===== config.mk =====
export PLATFORM = sky130hd
export DESIGN_NAME = reader_test_observation_access
export DESIGN_NICKNAME = d
export VERILOG_FILES = /design/src/test_obs_pkg.sv /design/src/reader_test_observation_access.sv
export SDC_FILE = /design/constraint.sdc
export NUM_CORES = 1
export LEC_CHECK = 0
export BUFFER_PORTS_ARGS = -buffer_cell sky130_fd_sc_hd__clkbuf_2
export CORE_ASPECT_RATIO = 1.1
export CORE_MARGIN = 5
export CORE_UTILIZATION = 51
export CTS_CLUSTER_SIZE = 20
export DETAILED_ROUTE_END_ITERATION = 16
export GPL_ROUTABILITY_DRIVEN = 1
export PLACE_DENSITY = 0.74
export SLEW_MARGIN = 20
export SYNTH_ARGS = -nofsm -noshare
export SYNTH_HDL_FRONTEND = slang
export SYNTH_SLANG_ARGS = --single-unit
export TNS_END_PERCENT = 10

===== constraint.sdc =====
create_clock -name sys_clk -period 1.9 [get_ports sys_clk]
set_input_delay 0.285 -clock sys_clk [delete_from_list [all_inputs] [get_ports sys_clk]]
set_output_delay 0.285 -clock sys_clk [all_outputs]
set_load 0.05 [all_outputs]

===== src/test_obs_pkg.sv =====
`default_nettype none
package test_obs_pkg;
  // ----------------------------------------
  // serial frame layout
  // ----------------------------------------
  localparam logic [1:0] MODE_WRITE      = 2'h0;
  localparam logic [1:0] MODE_READ       = 2'h1;
  localparam logic [1:0] MODE_COMMAND    = 2'h3;
  localparam int         MODE_MSB        = 7;
  localparam int         MODE_LSB        = 6;
  localparam int         ADDR_MSB        = 5;
  // ----------------------------------------
  // direct command codes (values arbitrary)
  // ----------------------------------------
  localparam logic [5:0] CMD_TEST_ACCESS = 6'h3c;
  localparam logic [5:0] CMD_CLEAR_TEST  = 6'h2a;
  localparam logic [5:0] CMD_ADJUST_REG  = 6'h16;
  // ----------------------------------------
  // test register space
  // ----------------------------------------
  localparam logic [5:0] OBS_ADDR        = 6'h01;
  localparam logic [7:0] OBS_RESET       = 8'h00;
  localparam logic [7:0] OBS_WR_MASK     = 8'h0f;
  localparam int         SEL_MSB         = 3;
  localparam int         SEL_LSB         = 0;
  // ----------------------------------------
  // observation select codes
  // ----------------------------------------
  localparam logic [3:0] SEL_AM_PAIR     = 4'h1;
  localparam logic [3:0] SEL_PM_PAIR     = 4'h2;
  localparam logic [3:0] SEL_ANALOG_BOTH = 4'h3;
  localparam logic [3:0] SEL_DIGITAL_BOTH= 4'h4;
  localparam logic [3:0] SEL_STAGES      = 4'h5;
  localparam logic [3:0] SEL_COLL_AVOID  = 4'h9;
  localparam logic [3:0] SEL_TX_MOD      = 4'ha;
endpackage : test_obs_pkg
`default_nettype wire


===== src/reader_test_observation_access.sv =====
// Operation
// - test registers sit outside the normal map and open only after the test access command.
// - test access followed by auto-incremented test register accesses in one frame is honoured.
// - deselecting the serial interface leaves the test register contents untouched.
// - test registers take their defaults at power-up and on the clear-test-registers command.
// - the observation register at test address 01h is 8-bit rw, bits 7..4 unused, reset zero.
// - bits 3..0 select what the two observation pins show, in normal operation as well.
// - codes 1..4 route amplitude and phase channel analog and digitized signals to the pins.
// - code 5 shows first and second receive stage, from phase channel if on, else amplitude.
// - code 9 shows logic channel selection and collision detector, with detectors enabled.
// - code 10 shows the digital transmit modulation and the phase-channel select signal.
// - after power is applied the device is in power-down with all registers at default.
// - the regulator adjustment command is refused while external regulation is selected.
`timescale 1ns/1ps
`default_nettype none
module reader_test_observation_access (
  input  wire logic sys_clk,
  input  wire logic sys_rst,
  input  wire logic spi_ss_n,
  input  wire logic spi_sclk,
  input  wire logic spi_mosi,
  output var  logic spi_miso,
  output var  logic spi_miso_oe,
  input  wire logic ready_enable,
  input  wire logic reg_external_sel,
  input  wire logic am_analog,
  input  wire logic am_digital,
  input  wire logic pm_analog,
  input  wire logic pm_digital,
  input  wire logic pm_enabled,
  input  wire logic am_stage_one,
  input  wire logic am_stage_two,
  input  wire logic pm_stage_one,
  input  wire logic pm_stage_two,
  input  wire logic channel_select_logic,
  input  wire logic coll_avoid_detect,
  input  wire logic tx_modulation,
  input  wire logic pm_select,
  output var  logic observation_pin_one,
  output var  logic observation_pin_one_oe,
  output var  logic observation_pin_two,
  output var  logic observation_pin_two_oe,
  output var  logic coll_avoid_enable,
  output var  logic adjust_reg_start,
  output var  logic power_down
);
  // ----------------------------------------
  // pin synchronisers
  // ----------------------------------------
  // order: ss_n, sclk, mosi; a change counts only once stages two and three agree
  logic [2:0] sync1_reg;
  logic [2:0] sync2_reg;
  logic [2:0] sync3_reg;
  logic [2:0] stable_reg;
  logic [2:0] stable_next;
  wire  [2:0] agree = ~(sync2_reg ^ sync3_reg);

  assign stable_next = (sync3_reg & agree) | (stable_reg & ~agree);

  always_ff @(posedge sys_clk) begin
    if (sys_rst) begin
      sync1_reg  <= 3'h7;
      sync2_reg  <= 3'h7;
      sync3_reg  <= 3'h7;
      stable_reg <= 3'h7;
    end else begin
      sync1_reg  <= {spi_ss_n, spi_sclk, spi_mosi};
      sync2_reg  <= sync1_reg;
      sync3_reg  <= sync2_reg;
      stable_reg <= stable_next;
    end
  end

  wire ss_fall   = stable_reg[2] & ~stable_next[2];
  wire ss_rise   = ~stable_reg[2] & stable_next[2];
  wire selected  = ~stable_reg[2];
  wire sclk_rise = selected & ~stable_reg[1] & stable_next[1];
  wire sclk_fall = selected & stable_reg[1] & ~stable_next[1];
  wire mosi_bit  = stable_next[0];

  // ----------------------------------------
  // serial frame decode
  // ----------------------------------------
  typedef enum logic [2:0] {IDLE_ST, CMD_ST, WRITE_ST, READ_ST, SKIP_ST} frame_type;

  frame_type  state_reg;
  frame_type  state_next;
  logic [2:0] bit_cnt_reg;
  logic [7:0] rx_shift_reg;
  logic [7:0] tx_shift_reg;
  logic [5:0] addr_reg;
  logic       test_mode_reg;
  logic [7:0] obs_reg;

  function automatic logic [7:0] test_read(input logic [5:0] addr, input logic open,
                                           input logic [7:0] obs);
    test_read = (open && addr == test_obs_pkg::OBS_ADDR) ? (obs & test_obs_pkg::OBS_WR_MASK)
                                                         : 8'h00;
  endfunction : test_read

  wire       byte_done = sclk_rise & (bit_cnt_reg == 3'h7);
  wire [7:0] byte_in   = {rx_shift_reg[6:0], mosi_bit};
  wire [1:0] mode_in   = byte_in[test_obs_pkg::MODE_MSB:test_obs_pkg::MODE_LSB];
  wire [5:0] code_in   = byte_in[test_obs_pkg::ADDR_MSB:0];
  wire       head_done = byte_done & (state_reg == CMD_ST);
  wire       cmd_done  = head_done & (mode_in == test_obs_pkg::MODE_COMMAND);
  wire       open_cmd  = cmd_done & (code_in == test_obs_pkg::CMD_TEST_ACCESS);
  wire       clear_cmd = cmd_done & (code_in == test_obs_pkg::CMD_CLEAR_TEST);
  wire       adj_cmd   = cmd_done & (code_in == test_obs_pkg::CMD_ADJUST_REG);
  wire       addr_open = test_mode_reg & (addr_reg == test_obs_pkg::OBS_ADDR);
  wire       obs_write = byte_done & (state_reg == WRITE_ST) & addr_open;
  wire [5:0] rd_addr   = head_done ? code_in : addr_reg + 6'h01;
  wire [7:0] rd_data   = test_read(rd_addr, test_mode_reg, obs_reg);

  always_comb begin
    state_next = state_reg;
    if (ss_fall) begin
      state_next = CMD_ST;
    end else if (ss_rise) begin
      state_next = IDLE_ST;
    end else if (head_done) begin
      case (mode_in)
        test_obs_pkg::MODE_WRITE:   state_next = WRITE_ST;
        test_obs_pkg::MODE_READ:    state_next = READ_ST;
        test_obs_pkg::MODE_COMMAND: state_next = open_cmd ? CMD_ST : SKIP_ST;
        default:                    state_next = SKIP_ST;
      endcase
    end
  end

  always_ff @(posedge sys_clk) begin
    if (sys_rst) begin
      state_reg     <= IDLE_ST;
      bit_cnt_reg   <= 3'h0;
      rx_shift_reg  <= 8'h00;
      tx_shift_reg  <= 8'h00;
      addr_reg      <= 6'h00;
      test_mode_reg <= 1'b0;
      spi_miso      <= 1'b0;
      spi_miso_oe   <= 1'b0;
    end else begin
      state_reg   <= state_next;
      spi_miso_oe <= ~stable_next[2];
      if (ss_fall) begin
        bit_cnt_reg   <= 3'h0;
        test_mode_reg <= 1'b0;
      end else if (sclk_rise) begin
        bit_cnt_reg  <= bit_cnt_reg + 3'h1;
        rx_shift_reg <= byte_in;
      end
      if (open_cmd) begin
        test_mode_reg <= 1'b1;
      end
      if (head_done) begin
        addr_reg <= code_in;
      end else if (byte_done && (state_reg == WRITE_ST || state_reg == READ_ST)) begin
        addr_reg <= addr_reg + 6'h01;
      end
      // bit 0 is still on the line as the byte completes, so miso only moves on a fall
      if (byte_done && (head_done || state_reg == READ_ST)) begin
        tx_shift_reg <= rd_data;
      end
      if (sclk_fall) begin
        spi_miso <= tx_shift_reg[3'h7 - bit_cnt_reg];
      end
    end
  end

  // ----------------------------------------
  // test register and commands
  // ----------------------------------------
  // only power-up, the clear command and test register writes touch it; frame ends leave it alone
  always_ff @(posedge sys_clk) begin
    if (sys_rst || clear_cmd) begin
      obs_reg <= test_obs_pkg::OBS_RESET;
    end else if (obs_write) begin
      obs_reg <= byte_in & test_obs_pkg::OBS_WR_MASK;
    end
  end

  always_ff @(posedge sys_clk) begin
    if (sys_rst) begin
      adjust_reg_start <= 1'b0;
      power_down       <= 1'b1;
    end else begin
      adjust_reg_start <= adj_cmd & ~reg_external_sel;
      power_down       <= ~ready_enable;
    end
  end

  // ----------------------------------------
  // observation routing
  // ----------------------------------------
  // works regardless of test mode, so software can watch the channels live
  wire [3:0] sel       = obs_reg[test_obs_pkg::SEL_MSB:test_obs_pkg::SEL_LSB];
  wire       stage_one = pm_enabled ? pm_stage_one : am_stage_one;
  wire       stage_two = pm_enabled ? pm_stage_two : am_stage_two;
  logic      pin_one;
  logic      pin_two;
  logic      pins_on;

  always_comb begin
    pins_on = 1'b1;
    case (sel)
      test_obs_pkg::SEL_AM_PAIR:      {pin_one, pin_two} = {am_analog, am_digital};
      test_obs_pkg::SEL_PM_PAIR:      {pin_one, pin_two} = {pm_analog, pm_digital};
      test_obs_pkg::SEL_ANALOG_BOTH:  {pin_one, pin_two} = {am_analog, pm_analog};
      test_obs_pkg::SEL_DIGITAL_BOTH: {pin_one, pin_two} = {am_digital, pm_digital};
      test_obs_pkg::SEL_STAGES:       {pin_one, pin_two} = {stage_one, stage_two};
      test_obs_pkg::SEL_COLL_AVOID:   {pin_one, pin_two} = {channel_select_logic,
                                                             coll_avoid_detect};
      test_obs_pkg::SEL_TX_MOD:       {pin_one, pin_two} = {tx_modulation, pm_select};
      default: begin
        {pin_one, pin_two} = 2'h0;
        pins_on            = 1'b0;
      end
    endcase
  end

  always_ff @(posedge sys_clk) begin
    if (sys_rst) begin
      observation_pin_one    <= 1'b0;
      observation_pin_two    <= 1'b0;
      observation_pin_one_oe <= 1'b0;
      observation_pin_two_oe <= 1'b0;
      coll_avoid_enable      <= 1'b0;
    end else begin
      observation_pin_one    <= pin_one;
      observation_pin_two    <= pin_two;
      observation_pin_one_oe <= pins_on;
      observation_pin_two_oe <= pins_on;
      coll_avoid_enable      <= (sel == test_obs_pkg::SEL_COLL_AVOID);
    end
  end
endmodule : reader_test_observation_access
`default_nettype wire


==> metrics.md <==
| Metric | Value |
|---|---|
| Met1 Use GR | about a quarter |
| Antenna Nets Post-Route | 0 |
| Simple-gate area share of the yosys netlist | roughly a quarter |
| Hold_sp | ready_enable |
| Relative slew slack | 73.2% |
| Setup slack, reg-to-reg | about 0.042 ns |
| CP Max Fanout | 6 |
| Max Freq | roughly 540 MHz |
| PnR worst setup slack | 0.0416 ns |
| Routed WL | 4740 um |
| Root Buffer | clkbuf_8 |
| Synthesized flop and latch total | 48 |
| Num CTS Buffers | 5 |
| Worst min-delay path category | primary input to register |
| Mapped Cells | about 250 |
| Post-Synth XOR/XNOR Area | less than 1% |
| Post-synthesis sequential area ratio | 42.4% |
| Die width | between 70 and 80 um |
| Area grow syn2layout | 14.4% |
| Reg2reg end | tx_shift_reg[2] |
| Largest net degree at the start of global routing | 27 |
| CTS tree | yes |
| RePlAce Congestion | about 0.85 |
| GRT overflow | 0 |
| Share of cells above drive strength 1 | 27.3% |
| First DRT Iteration DRCs | about 140 |
| Inserted Diodes | 0 |
| Worst slack, placed | -0.00945 ns |
| RSZ-0062 raised after global routing | yes |
| VDD IR-drop max | between 400 and 500 uV |
| Clock net sink count | 48 |
| Synthesized cell area | between 2000 and 2500 um2 |
| Asr flop ratio synth | 0% |
| Final-report max-slew violation count | 0 |
| Clk_skew | 0.00745 ns |
| Input/output buffers | 28 |
| Post-DP Area | ~2400 um2 |
| Total track usage | 17.4% |
| Clock transition at the registers of the reported paths | 0.09 ns |
| Syn_nets | about 270 |
| Hold endpoint | power_down |
| Unique cell type count in the Yosys netlist | 54 |
| Initial antenna violation count | 0 |
| Endpoint type of the worst setup path | register |
| DR vias | approximately 1800 |
| Design Power | 0.00172 W |
| Die height | between 70 and 80 um |
| I/O pin total | 29 |
| Syn avg cell area | 9.25 um2 |
| Initial Util | between 50% and 60% |
| Worst Setup SP | bit_cnt_reg[0] |
| Worst skew pair latency | about 0.30 ns |
| M2 GR Usage | 27.0% |
| Final period util | about 100% |
| Row count | 25 |
| Fin nets | 300 |
| Final instance area | 2590 um2 |
| WHS Path Cells | 2 |
| P per Cell Area | between 600 and 700 nW/um2 |
| Arr. time, crit path | 2.10 ns |
| Worst endpoint required time | 2.14 ns |
| Cell count of the worst reg-to-reg path | 7 |
| Busiest grt layer | met2 |
| Finished Core Util | ~60% |
| Post-DP HPWL | about 3300 um |
| Critical path class | register to register |
| Die area | 5880 um2 |
| First-pass GRT wire length | slightly above 8000 um |
| Grt met3 use | 3.65% |
| Vias in the first global route | 1797 |
| Avg Vias per Cell | around 5.5 |
| Post-CTS Hold Fix Bufs | 0 |
| Crit path launch type | register |
| Actual slew at the worst max-slew pin | between 0.4 and 0.5 ns |
| LEAKAGE | ~1 nW |
| DRC Markers | 0 |
| Final min period | between 1.5 and 2 ns |
| Compound-Gate Fraction of Synth Area | between 10% and 20% |
| Max FFs per register | 7 |
| Core Region | roughly 4300 um2 |
| EDFF count, synth | 0 |
| Fill count | between 300 and 400 |
| Largest family of logic cells by synthesized area | simple AND/OR/NAND/NOR gates |
| Adder and majority gate portion of the synthesized area | between 4 and 5% |
| Final Hold Fails | 0 |
| FF-to-FF Start | bit_cnt_reg[0] |
| Final setup violation count | 0 |
| Mux contribution to synthesized area | ~7.6% |
| CTS H-tree depth | 2 |
| Max_cap viols | 0 |
| Wire per inst | ~14 um |
| Post-synth top flop | dfxtp_1 |
| CTS Buffer Depth | 2 |
| First-pass DRT Iterations | 4 |
| Status | complete, no violations |
| Synth Warn # | 0 |
## power breakdown
group	switching, W	internal, W	total, W
logic	0.0000318	0.0000292	0.0000610
registers	0.00000317	0.00101	0.00102
clock network	0.000339	0.000298	0.000637
total	0.000374	0.00134	0.00172
## routing by layer
metal  up-vias  wire length, um
li1        923                -
met1       833             2210
met2        46             2270
met3         6              196
met4         0               60
met5         -                0
## worst max path at each step
| stage | end | slack (ns) | cells after the start |
|---|---|---|---|
| after detailed placement | tx_shift_reg[2] | -0.009 | 7 |
| after global routing | tx_shift_reg[1] | -0.03 | 7 |
| after global placement | tx_shift_reg[2] | 0.10 | 7 |
| after CTS | tx_shift_reg[2] | 0.02 | 7 |
| final | tx_shift_reg[2] | 0.04 | 7 |
| after floorplan | addr_reg[3] | 0.06 | 8 |
## kinds of logic (layout without fill, tap and decap cells)
group / after synthesis / in the layout
compound gates: 48 / 48
xor+xnor: 2 / 2
fa+ha+maj: 8 / 8
buf+inv: 27 / 57
flops: 48 / 48
mux: 16 / 16
simple gates: 96 / 96
## metrics by stage
stage                     TNS (ns)  cells  hold slack [ns]
after floorplan                  0    245            0.359
final                            0    329            0.145
after detailed placement   -0.0191    319            0.396
after global placement           0    319            0.394
after CTS                        0    327            0.137
after global routing       -0.0816    329            0.153
## cell usage in the layout, fill, tap and decap left out, types with 6 or more instances in the layout
cell / netlist / final
dfxtp_1: 48 / 45
mux2i_1: 15 / 15
clkbuf_2: 0 / 28
nor3_1: 7 / 7
buf_4: 1 / 10
nand3b_1: 6 / 6
nand2_1: 14 / 13
inv_1: 11 / 11
nor2_1: 21 / 21
or2_2: 11 / 11
clkbuf_8: 0 / 6
a21oi_1: 16 / 16
## critical path: stages, from the launching register on
cell and delay, ns:
dfxtp_2 0.37, ha_4 0.15, ha_4 0.12, and4bb_2 0.28, and2_4 0.19, nand3b_1 0.14
a211oi_4 0.36, a22o_1 0.18
## what timing repair did
item | 4_1_cts | 5_1_grt
gates resized for setup | 4 | 8
pin swaps | 2 | 3
setup endpoints to repair | 4 | 13
buffers inserted | 0 | 2
## cell type report
cell class	instances	area, um2	share of cell area [%]
clock buffers	6	82.6	3.19
inverters	11	41.3	1.59
well taps	54	67.6	2.61
repair buffers	38	215	8.31
flip-flops and latches	48	965	37.2
clock inverters	2	13.8	0.531
multi-input cells	170	1210	46.5
## synthesized netlist by cell type (2+ instances only)
master	n	area [um2]
or3_1	5	31.3
dfxtp_1	48	961
o22ai_1	2	12.5
a22o_1	4	35.0
a41o_1	2	20.0
clkbuf_1	9	33.8
and2_1	2	12.5
nand4b_1	3	26.3
nor3b_1	3	22.5
a221oi_1	2	17.5
a21o_1	4	30.0
a21oi_1	16	80.1
ha_1	6	75.1
buf_6	4	45.0
a31oi_1	3	18.8
or2_2	11	68.8
nand3_1	4	20.0
o21ai_0	5	25.0
nor4_1	5	31.3
and4bb_1	2	25.0
nand3b_1	6	45.0
inv_1	11	41.3
nand2b_1	3	18.8
mux2i_1	15	150
buf_2	2	10.0
nand2_1	14	52.6
nor3_1	7	35.0
nor2_1	21	78.8
Note: power is estimated with default switching activity, not from simulation.
